==> config.mk <==
export PLATFORM = sky130hd
export DESIGN_NAME = sae_top
export DESIGN_NICKNAME = d
export VERILOG_FILES = /design/src/rtl/sae_pkg.sv /design/src/rtl/sae_top.sv
export SDC_FILE = /design/constraint.sdc
export NUM_CORES = 1
export LEC_CHECK = 0
export ABC_AREA = 1
export BUFFER_PORTS_ARGS = -buffer_cell sky130_fd_sc_hd__buf_4
export CAP_MARGIN = 20
export CORE_ASPECT_RATIO = 1.75
export CORE_MARGIN = 4
export CORE_UTILIZATION = 45
export CTS_CLUSTER_DIAMETER = 200
export CTS_CLUSTER_SIZE = 25
export DETAILED_ROUTE_END_ITERATION = 8
export PLACE_DENSITY = 0.65
export SYNTH_ARGS = -nofsm -noshare
export SYNTH_HDL_FRONTEND = slang
export SYNTH_SLANG_ARGS = --single-unit
==> constraint.sdc <==
create_clock -name MCLK_IN -period 1.84 [get_ports MCLK_IN]
set_input_delay 0.184 -clock MCLK_IN [delete_from_list [all_inputs] [get_ports MCLK_IN]]
set_output_delay 0.184 -clock MCLK_IN [all_outputs]
set_load 0.1 [all_outputs]
==> src/rtl/sae_pkg.sv <==
// Package for the serial audio error control block
package sae_pkg;
  localparam logic [7:0]  ADDR_CTRL2    = 8'h00;
  localparam logic [7:0]  ADDR_CTRL1    = 8'h04;
  localparam logic [7:0]  ADDR_STAT     = 8'h08;
  localparam logic [7:0]  ADDR_MASK     = 8'h0C;
  localparam logic [7:0]  ADDR_TXDATA   = 8'h10;
  localparam logic [7:0]  ADDR_RXDATA   = 8'h14;
  localparam logic [31:0] CTRL2_RST     = 32'h0000_0000;
  localparam logic [31:0] CTRL2_WMASK   = 32'h0000_9F8B;
  localparam logic [31:0] CTRL2_AUDMASK = 32'h0000_008B;
  localparam int          B_SGNEXT      = 15;
  localparam int          B_FRMEN       = 12;
  localparam int          B_ROVEN       = 11;
  localparam int          B_TUREN       = 10;
  localparam int          B_IGNORE_RX_OVERFLOW      = 9;
  localparam int          B_IGNORE_TX_UNDERRUN      = 8;
  localparam int          B_AUDIO_PROTOCOL_EN       = 7;
  localparam int          B_MONO        = 3;
  localparam int          B_FMT         = 0;
  localparam int          B_ON          = 0;
  localparam int          ST_FRM        = 0;
  localparam int          ST_ROV        = 1;
  localparam int          ST_TUR        = 2;
  localparam int          ST_W          = 3;
  localparam logic [1:0]  FMT_I2S       = 2'h0;
  localparam logic [1:0]  FMT_LJ        = 2'h1;
  localparam logic [1:0]  FMT_RJ        = 2'h2;
  localparam logic [1:0]  FMT_PCM       = 2'h3;
  localparam logic [4:0]  BITS_LAST     = 5'h0F;
  localparam logic [31:0] ERR_NONE      = 32'h0000_0000;

  typedef struct packed {
    logic       sign_ext;
    logic       frm_en;
    logic       rov_en;
    logic       tur_en;
    logic       ign_rov;
    logic       ign_tur;
    logic       aud_en;
    logic       mono;
    logic [1:0] fmt;
  } sae_cfg_t;

  typedef enum logic [1:0] {
    SAE_IDLE = 2'b00,
    SAE_SHIFT = 2'b01,
    SAE_HALT = 2'b10
  } sae_state_t;
endpackage

==> src/rtl/sae_top.sv <==
// Serial port with control register two, error events and audio framing
// Summary of operation
// - Sign extension bit set: receive words read sign extended to 32 bits.
// - Frame error event is gated by its enable bit, but its source is tied low, so it is never raised.
// - Receive overflow raises an error event only when its enable bit is set.
// - Transmit underrun raises an error event only when its enable bit is set.
// - Ignore overflow set: overflow not critical, held receive data kept.
// - Ignore overflow clear: overflow is critical and halts the port.
// - Ignore underrun set: underrun not critical, zeros shifted until data written.
// - Ignore underrun clear: underrun is critical and halts the port.
// - Audio enable selects codec framing; clear gives plain serial interface.
// - Mono sends each word in both channel slots; else words alternate stereo.
// - Format field: 00 I2S, 01 left, 10 right justified, 11 PCM/DSP.
// - Audio fields writable only while the port enable bit is zero.
// - Mono and format are honoured only when audio enable is one.
// - Upper sixteen and unimplemented bits ignore writes and read zero.
`timescale 1ns/1ps
module sae_top
  import sae_pkg::*;
#(
  parameter int WORD_W = 16
) (
  input  wire logic        MCLK_IN,
  input  wire logic        RESET_N_IN,
  input  wire logic        PSEL_IN,
  input  wire logic        PENABLE_IN,
  input  wire logic        PWRITE_IN,
  input  wire logic [7:0]  PADDR_IN,
  input  wire logic [31:0] PWDATA_IN,
  output logic      [31:0] PRDATA_OUT,
  output logic             PREADY_OUT,
  output logic             PSLVERR_OUT,
  input  wire logic        SCK_IN,
  input  wire logic        SDI_IN,
  output logic             SDO_OUT,
  output logic             LRCK_OUT,
  output logic             IRQ_OUT
);
  logic [31:0]      ctrl2_q, ctrl2_d;
  logic             on_q, on_d;
  logic [ST_W-1:0]  stat_q, stat_d, mask_q, mask_d;
  logic [WORD_W-1:0] txb_q, txb_d, rxb_q, rxb_d, tsh_q, tsh_d, rsh_q, rsh_d;
  logic             txf_q, txf_d, rxf_q, rxf_d, slot_q, slot_d, mono_rep_q, mono_rep_d;
  logic [WORD_W-1:0] rep_q, rep_d;
  logic [31:0]      prdata_d;
  logic             sdo_d, lrck_d, irq_d;
  logic [4:0]       cnt_q, cnt_d;
  sae_state_t       st_q, st_d;
  logic [2:0]       sck_s, sdi_s;
  logic             sck_rise, sck_fall;
  logic             wr, rd, ev_frm, ev_rov, ev_tur;
  logic [ST_W-1:0]  ev;
  logic [31:0]      rx_rd;
  sae_cfg_t         cfg;

  assign cfg = '{sign_ext: ctrl2_q[B_SGNEXT], frm_en: ctrl2_q[B_FRMEN], rov_en: ctrl2_q[B_ROVEN],
                 tur_en: ctrl2_q[B_TUREN], ign_rov: ctrl2_q[B_IGNORE_RX_OVERFLOW], ign_tur: ctrl2_q[B_IGNORE_TX_UNDERRUN],
                 aud_en: ctrl2_q[B_AUDIO_PROTOCOL_EN], mono: ctrl2_q[B_MONO], fmt: ctrl2_q[B_FMT+1:B_FMT]};

  // Two flops before any logic; third stage only for edge finding
  always_ff @(posedge MCLK_IN or negedge RESET_N_IN) begin
    if (!RESET_N_IN) begin
      sck_s <= 3'h0;
      sdi_s <= 3'h0;
    end else begin
      sck_s <= {sck_s[1:0], SCK_IN};
      sdi_s <= {sdi_s[1:0], SDI_IN};
    end
  end
  assign sck_rise = sck_s[1] & ~sck_s[2];
  assign sck_fall = ~sck_s[1] & sck_s[2];

  assign wr = PSEL_IN & PENABLE_IN & PWRITE_IN;
  assign rd = PSEL_IN & PENABLE_IN & ~PWRITE_IN;
  assign PREADY_OUT = 1'b1;
  assign PSLVERR_OUT = 1'b0;

  // Frame error: frame clock changed mid-word in audio mode (no external frame pin, so unused here)
  assign ev_frm = 1'b0;

  always_comb begin
    rx_rd = {{(32-WORD_W){1'b0}}, rxb_q};
    if (cfg.sign_ext) begin
      rx_rd = {{(32-WORD_W){rxb_q[WORD_W-1]}}, rxb_q};
    end
  end

  // Control registers; audio fields frozen while the port runs
  always_comb begin
    ctrl2_d = ctrl2_q;
    on_d = on_q;
    mask_d = mask_q;
    if (wr && PADDR_IN == ADDR_CTRL2) begin
      if (on_q) begin
        ctrl2_d = ((PWDATA_IN & CTRL2_WMASK & ~CTRL2_AUDMASK) | (ctrl2_q & CTRL2_AUDMASK));
      end else begin
        ctrl2_d = PWDATA_IN & CTRL2_WMASK;
      end
    end
    if (wr && PADDR_IN == ADDR_CTRL1) begin
      on_d = PWDATA_IN[B_ON];
    end
    if (wr && PADDR_IN == ADDR_MASK) begin
      mask_d = PWDATA_IN[ST_W-1:0];
    end
  end

  always_ff @(posedge MCLK_IN or negedge RESET_N_IN) begin
    if (!RESET_N_IN) begin
      ctrl2_q <= CTRL2_RST;
      on_q <= 1'b0;
      mask_q <= '0;
    end else begin
      ctrl2_q <= ctrl2_d;
      on_q <= on_d;
      mask_q <= mask_d;
    end
  end

  // Buffers and shifter
  always_comb begin
    txb_d = txb_q;
    txf_d = txf_q;
    rxb_d = rxb_q;
    rxf_d = rxf_q;
    tsh_d = tsh_q;
    rsh_d = rsh_q;
    rep_d = rep_q;
    cnt_d = cnt_q;
    slot_d = slot_q;
    mono_rep_d = mono_rep_q;
    st_d = st_q;
    ev_rov = 1'b0;
    ev_tur = 1'b0;
    if (wr && PADDR_IN == ADDR_TXDATA) begin
      txb_d = PWDATA_IN[WORD_W-1:0];
      txf_d = 1'b1;
    end
    if (rd && PADDR_IN == ADDR_RXDATA) begin
      rxf_d = 1'b0;
    end
    unique case (st_q)
      SAE_IDLE: begin
        cnt_d = 5'h0;
        slot_d = 1'b0;
        if (on_q) begin
          // First word loaded at switch-on; an empty buffer sends zeros
          tsh_d = txf_q ? txb_q : '0;
          rep_d = txf_q ? txb_q : '0;
          txf_d = (wr && PADDR_IN == ADDR_TXDATA);
          mono_rep_d = cfg.aud_en & cfg.mono;
          st_d = SAE_SHIFT;
        end
      end
      SAE_SHIFT: begin
        if (!on_q) begin
          st_d = SAE_IDLE;
        end else if (sck_rise) begin
          rsh_d = {rsh_q[WORD_W-2:0], sdi_s[1]};
        end else if (sck_fall) begin
          tsh_d = {tsh_q[WORD_W-2:0], 1'b0};
          cnt_d = cnt_q + 5'h1;
          if (cnt_q == 5'(WORD_W-1)) begin
            cnt_d = 5'h0;
            slot_d = ~slot_q; // each word takes one slot unless mono
            if (rxf_q) begin
              ev_rov = 1'b1;
              if (!cfg.ign_rov) begin
                st_d = SAE_HALT;
              end
              // Held data kept when ignoring overflow
            end else begin
              rxb_d = rsh_q;
              rxf_d = 1'b1;
            end
            // Copy of the left word kept, so a fresh write cannot replace the right slot
            if (mono_rep_q && !slot_q) begin
              tsh_d = rep_q;
              mono_rep_d = 1'b1;
            end else if (txf_q) begin
              tsh_d = txb_q;
              rep_d = txb_q;
              txf_d = (wr && PADDR_IN == ADDR_TXDATA);
            end else begin
              ev_tur = 1'b1;
              tsh_d = '0;
              rep_d = '0;
              if (!cfg.ign_tur) begin
                st_d = SAE_HALT;
              end
            end
          end
        end
      end
      SAE_HALT: begin
        if (!on_q) begin
          st_d = SAE_IDLE;
        end
      end
      default: st_d = SAE_IDLE;
    endcase
  end

  // Event enables gate sticky status; set wins over clear
  assign ev[ST_FRM] = ev_frm & cfg.frm_en;
  assign ev[ST_ROV] = ev_rov & cfg.rov_en;
  assign ev[ST_TUR] = ev_tur & cfg.tur_en;
  always_comb begin
    stat_d = stat_q;
    if (wr && PADDR_IN == ADDR_STAT) begin
      stat_d = stat_q & ~PWDATA_IN[ST_W-1:0];
    end
    stat_d = stat_d | ev;
  end

  // Buffer and shifter state
  always_ff @(posedge MCLK_IN or negedge RESET_N_IN) begin
    if (!RESET_N_IN) begin
      txb_q <= '0;
      txf_q <= 1'b0;
      rxb_q <= '0;
      rxf_q <= 1'b0;
      tsh_q <= '0;
      rsh_q <= '0;
      rep_q <= '0;
      cnt_q <= 5'h0;
      slot_q <= 1'b0;
      mono_rep_q <= 1'b0;
      st_q <= SAE_IDLE;
    end else begin
      txb_q <= txb_d;
      txf_q <= txf_d;
      rxb_q <= rxb_d;
      rxf_q <= rxf_d;
      tsh_q <= tsh_d;
      rsh_q <= rsh_d;
      rep_q <= rep_d;
      cnt_q <= cnt_d;
      slot_q <= slot_d;
      mono_rep_q <= mono_rep_d;
      st_q <= st_d;
    end
  end

  // Status; only a written one clears a bit, reads leave it
  always_ff @(posedge MCLK_IN or negedge RESET_N_IN) begin
    if (!RESET_N_IN) begin
      stat_q <= '0;
    end else begin
      stat_q <= stat_d;
    end
  end

  // Output next values; every output but the tied PREADY_OUT and PSLVERR_OUT leaves through a flop
  always_comb begin
    sdo_d = 1'b0;
    if (st_d == SAE_SHIFT) begin
      sdo_d = tsh_d[WORD_W-1];
    end
    // Frame clock only in audio mode; LJ/RJ use slot level, I2S slot level one bit early, PCM a pulse at left slot start
    if (!cfg.aud_en) begin
      lrck_d = 1'b0;
    end else if (cfg.fmt == FMT_PCM) begin
      lrck_d = (st_d == SAE_SHIFT) && (cnt_d == 5'h0) && !slot_d;
    end else if (cfg.fmt == FMT_I2S) begin
      lrck_d = slot_d ^ (cnt_d == BITS_LAST);
    end else begin
      lrck_d = slot_d;
    end
    irq_d = |(stat_d & mask_q);
    // Latched in setup so it stands through the whole access cycle
    prdata_d = 32'h0;
    if (PSEL_IN && !PENABLE_IN && !PWRITE_IN) begin
      unique case (PADDR_IN)
        ADDR_CTRL2:  prdata_d = ctrl2_q;
        ADDR_CTRL1:  prdata_d = {31'h0, on_q};
        ADDR_STAT:   prdata_d = {29'h0, stat_q};
        ADDR_MASK:   prdata_d = {29'h0, mask_q};
        ADDR_RXDATA: prdata_d = rx_rd;
        default:     prdata_d = ERR_NONE;
      endcase
    end
  end

  // Registered outputs
  always_ff @(posedge MCLK_IN or negedge RESET_N_IN) begin
    if (!RESET_N_IN) begin
      PRDATA_OUT <= 32'h0;
      SDO_OUT <= 1'b0;
      LRCK_OUT <= 1'b0;
      IRQ_OUT <= 1'b0;
    end else begin
      PRDATA_OUT <= prdata_d;
      SDO_OUT <= sdo_d;
      LRCK_OUT <= lrck_d;
      IRQ_OUT <= irq_d;
    end
  end
endmodule

**Word level (Yosys, flattened, before mapping)**

Cells that the tools add are included.

- Bits in registers: 170
- Bits of input ports: 47
- Output and inout bits: 37
- Word-level logic and storage cells: 167

- $add $sub $neg: 1
- Equality and inequality tests: 17
- Mux-type cells: 81
- Bitwise logic cells: 20
- Reduce and logical (&&, ||, !) cells: 26

Operator list:

| cell | number |
|---|---|
| $mux 16 | 13 |
| $pmux 32 s5 | 1 |
| $mux 32 | 2 |
| $pmux 16 s2 | 2 |
| $mux 1 | 42 |
| $mux 2 | 11 |
| $mux 5 | 4 |
| $eq 8x4->1 const B | 2 |
| $eq 8x5->1 const B | 2 |
| $or 16x8->16 | 1 |
| $ne 2x2->1 const B | 6 |
| $reduce_and 6->1 | 2 |
| $logic_and 1x1->1 | 11 |
| $eq 5x4->1 const B | 2 |
| $pmux 5 s2 | 1 |
| $and 1x1->1 | 8 |
| $eq 8x3->1 const B | 1 |
| $logic_not 8->1 | 1 |
| $reduce_and 7->1 | 1 |
| $and 3x3->3 | 2 |
| $not 1->1 | 6 |
| $pmux 1 s2 | 3 |
| $pmux 2 s3 | 1 |
| $add 5x1->5 const B | 1 |
| other kinds (13) | 19 |

**Logic depth before layout (Yosys ltp)**

- Depth after elaboration: 15
- Mapped depth: 13
- Mapped depth without buffers: 13

**Least setup slack after synthesis**

OpenSTA, ideal clock, no wires.

- Path kind: register to output
- Start: reg PRDATA_OUT[30] (netlist name)
- End: out PRDATA_OUT[17]
- Arrival: 1556 ps
- Required time: 1656 ps
- Slack: 100 ps
- Cell stages (with the launch flop): 2
- Buffers on the path: 1
- Cell sequence: dfrtp_1 > buf_4

RTL lines:

| what | RTL line | source |
|---|---|---|
| end, declared | sae_top.sv:30 | `output logic [31:0] PRDATA_OUT,` |

**Worst setup path in the final report**

- Start: reg cnt_q[1]
- End: reg LRCK_OUT

- Elaborated cells on any way between the ends: 27
- Those cells by class: 1 x add/sub; 3 x eq/ne; 18 x mux; 1 x bitwise; 4 x reduce/logical

RTL lines:

| what | RTL line | source |
|---|---|---|
| start, declared | sae_top.sv:47 | `logic [4:0] cnt_q, cnt_d;` |
| start signal, assigned | sae_top.sv:238 | `cnt_q <= cnt_d;` |
| $eq 5x4->1 * | sae_top.sv:163 | `if (cnt_q == 5'(WORD_W-1)) begin` |
| $mux 1 * | sae_top.sv:163 |  |
| $mux 1 * | sae_top.sv:160 | `end else if (sck_fall) begin` |
| $mux 1 * | sae_top.sv:158 | `end else if (sck_rise) begin` |
| $mux 1 * | sae_top.sv:156 | `if (!on_q) begin` |
| $pmux 1 s2 * | sae_top.sv:142 | `unique case (st_q)` |
| named net slot_d | sae_top.sv:43 | `logic txf_q, txf_d, rxf_q, rxf_d, slot_q, slot_d, mono_rep_q, mono_rep_d;` |
| $xor 1x1->1 / $logic_not 1->1 (equally long branches) | sae_top.sv:266, sae_top.sv:264 |  |
| $mux 1 / $logic_and 1x1->1 (equally long branches) | sae_top.sv:265, sae_top.sv:264 |  |
| $mux 1 * | sae_top.sv:263 | `end else if (cfg.fmt == FMT_PCM) begin` |
| $mux 1 * | sae_top.sv:261 | `if (!cfg.aud_en) begin` |
| named net lrck_d | sae_top.sv:46 | `logic sdo_d, lrck_d, irq_d;` |
| end signal, assigned | sae_top.sv:295 | `LRCK_OUT <= lrck_d;` |
| end, declared | sae_top.sv:36 | `output logic LRCK_OUT,` |

Mark *: on every way through the listed nets, which the timed path passes. The rest lies on a longest branch.
A chain may end at the register's enable or synchronous reset.

==> metrics <==
Routed WL 15.2 mm; Register Area 0.00333 mm2; pin count of the biggest net entering global routing 41; area of the multi-input gates 0.00230 mm2; Antenna Violating Nets Remaining 0; synthesized flop and latch total 133; GP Congestion 0.915; Die ar. 0.0156 mm2; slew margin rel. 39.2%; DRT iter0 DRCs 310; io pins 84; CTS Buffer Depth 2; area grow syn2layout 25.3%; status complete, no violations; cell mode on critical path nor2_1; H-tree lvl count 4; Fill cells 1182; top_reg_cell synth dfrtp_1; top cells by area, synth dfrtp_1 54%, nand2_1 13%, o21ai_0 8.1%, inv_1 4.1%, nor2_1 3.6%; worst-margin pin slew 907 ps; final setup vio count 0; drt first pass iters 5; crit-path cells ha_4 > nand2_1 > nor2_2 > nand2_2 > nor2_4 > nor2_1 > nor2_2 > inv_1 > nand3_1 > nand2_1 > nor2_1 > nor2_1; Post-DP HPWL 10.8 mm; Syn Nets 781; Critical Path RT 2150 ps; CP endpoint kind flop; Mapped Cells 733; Final Critical Period 1760 ps; Min-Delay Endpoint ctrl2_q[10]$_DFFE_PN0P_; Tot Pwr 7.23 mW; worst slack, placed -77.5 ps; Final Max Slew Viols 0; FMAX 568 MHz; Final Hold Slack 64.3 ps; r2r worst-path depth 12; Yosys cell types 33; peak fanout along the critical path 5; GR Util All Layers 21.0%; Syn. warnings 0; clk slew on worst S/H paths 60 ps; Post-synth EDFFs 0; Starting Density 45.6%; Crit path arrival time 2070 ps; Worst R2R Start cnt_q[1]$_DFF_PN0_; synthesized area 0.00611 mm2; Static Leak 3.56 nW; DRC Markers 0; number of global-route vias before repair 5346; Crit-path slowest cell dfrtp_1; worst vdd rail ir drop 0.000652 V; slowest cell delay on critical path 440 ps; DR vias/cell 5.18; Clock Sinks 133; PwrDens 944 mW/mm2; CTS Buf Count 17; nets 865; Yosys top cell by area dfrtp_1; routed vias 5205; worst hold path type input pin to flop; Avg Cell Area, Syn 8.33 um2; diode count 0; Async SR Flop Fraction 100%; root buffer cell clkbuf_16; register area share after synthesis 54.5%; RR Endpoint LRCK_OUT$_DFF_PN0_; CP Launch Type flop; clk_skew 17.1 ps; core area 0.0134 mm2; total congestion overflow 0; die height 162 um; layout cell share with drive strength beyond 1 19.2%; Fin. Hold Viols 0; initial antenna violation count 0; WHS Path Cells 3; num rows 56; max_cap viols 0; top-area cell type share of the netlist area 54.5%; Die W 96.1 um; Critical Path Start cnt_q[1]$_DFF_PN0_; Clock Latency Late Sink 420 ps; R2R setup slack 80 ps; unrepaired setup endpoints after global routing yes; TritonCTS clock tree done; Worst Hold Launch PWDATA_IN[10]; setup_tns 0 ps; number of port buffers 65; Final WS setup 80.8 ps; WL per Instance 15.1 um; CP Class flop to flop; Final period util 95.6%; first-pass GRT wire length 25.5 mm
[report_power, final]
group / total (mW) / internal, mW / leakage, nW / switching [mW]
Combinational: 0.710 / 0.231 / 1.45 / 0.480
Clock: 3.51 / 2.19 / 0.289 / 1.32
Sequential: 3.00 / 2.97 / 1.82 / 0.0330
Total: 7.23 / 5.39 / 3.56 / 1.83
[per-stage QoR]
step,area (um2),std cells,utilization [%]
after global placement,6900,962,51.6
after global routing,7660,1004,57.2
after CTS,7610,1003,56.9
after floorplan,6110,733,-
after detailed placement,6900,962,51.6
final,7660,1004,57.2
[metal layers]
layer / GRT usage (%) / routed length (um)
met1: 24.0 / 5920
met2: 38.5 / 8470
met3: 4.03 / 565
met4: 6.28 / 202
met5: 0 / 0
[Yosys cell counts, types with 3 or more instances]
cell type	count
buf_4	17
o21ai_1	6
a21oi_1	21
o211ai_1	29
inv_1	66
nor3_1	3
nand2_1	205
o21ai_0	99
nor2_1	58
inv_2	4
nand4_1	7
nand3_1	15
a31oi_1	16
clkbuf_1	20
mux2_2	5
dfrtp_1	133
buf_2	9
[sequential cells by signal, indices dropped and copies added (netlist names), 2 cells and up]
name and cells:
PRDATA_OUT 17, cnt_q 5, ctrl2_q 10, mask_q 3, rep_q 16, rsh_q 16
rxb_q 16, sck_s 3, sdi_s 2, st_q 2, stat_q 3, tsh_q 16
txb_q 16
[kinds of logic after synthesis]
group	Yosys count	synth area share [%]
other	2	0.123
buffers and inverters	119	8.54
AND/OR/NAND/NOR	300	20.0
adder cells (fa/ha/maj)	1	0.205
AO/OA/AOI/OAI	173	15.8
flip-flops	133	54.5
multiplexers	5	0.922
[repair_timing]
item | 4_1_cts | 5_1_grt
pin swaps | 0 | 1
setup endpoints to repair | 12 | 19
hold endpoints to repair | 44 | 0
hold buffers | 9 | 0
gates resized for setup | 3 | 10
setup buffers | 0 | 1
gates cloned | 0 | 0
[cell usage in the layout (no fill, tap or decap), types with 4 or more instances in the layout]
cell           instances
nand2_2                4
o21ai_0               98
o21ai_1                7
inv_2                  4
inv_6                  5
dfrtp_1              133
a21oi_1               21
clkbuf_16             17
nor2_1                54
nor2_2                 4
buf_12                 5
nand2_1              202
o211ai_1              29
a31oi_1               16
buf_4                 97
nand3_1               15
dlygate4sd3_1          9
inv_1                 66
nand4_1                7
mux2_2                 5
[worst max-delay path by stage]
stage | to | slack, ps | cells after the start
floorplan | PRDATA_OUT[17] | 100 | 1
global placement | mono_rep_q$_DFFE_PN0P_ | -8 | 6
detailed placement | PRDATA_OUT[15]$_DFF_PN0_ | -80 | 10
CTS | LRCK_OUT$_DFF_PN0_ | 0.3 | 12
global route | LRCK_OUT$_DFF_PN0_ | -70 | 13
finish | LRCK_OUT$_DFF_PN0_ | 80 | 12
[layout make-up]
class / instances / share of cell area, %
flip-flops and latches: 133 / 43.5
multi-input cells: 481 / 30.0
repair buffers: 112 / 12.1
clock buffers: 20 / 5.83
inverters: 72 / 3.53
well taps: 174 / 2.84
clock inverters: 12 / 2.16
[worst max-delay path: cells and delay by family, from the launching register on]
family	cells	cell delay [ps]
flip-flops	1	440
AND/OR/NAND/NOR	10	950
adder cells (fa/ha/maj)	1	170
buffers and inverters	1	80
(Power assumes the default switching activity.)
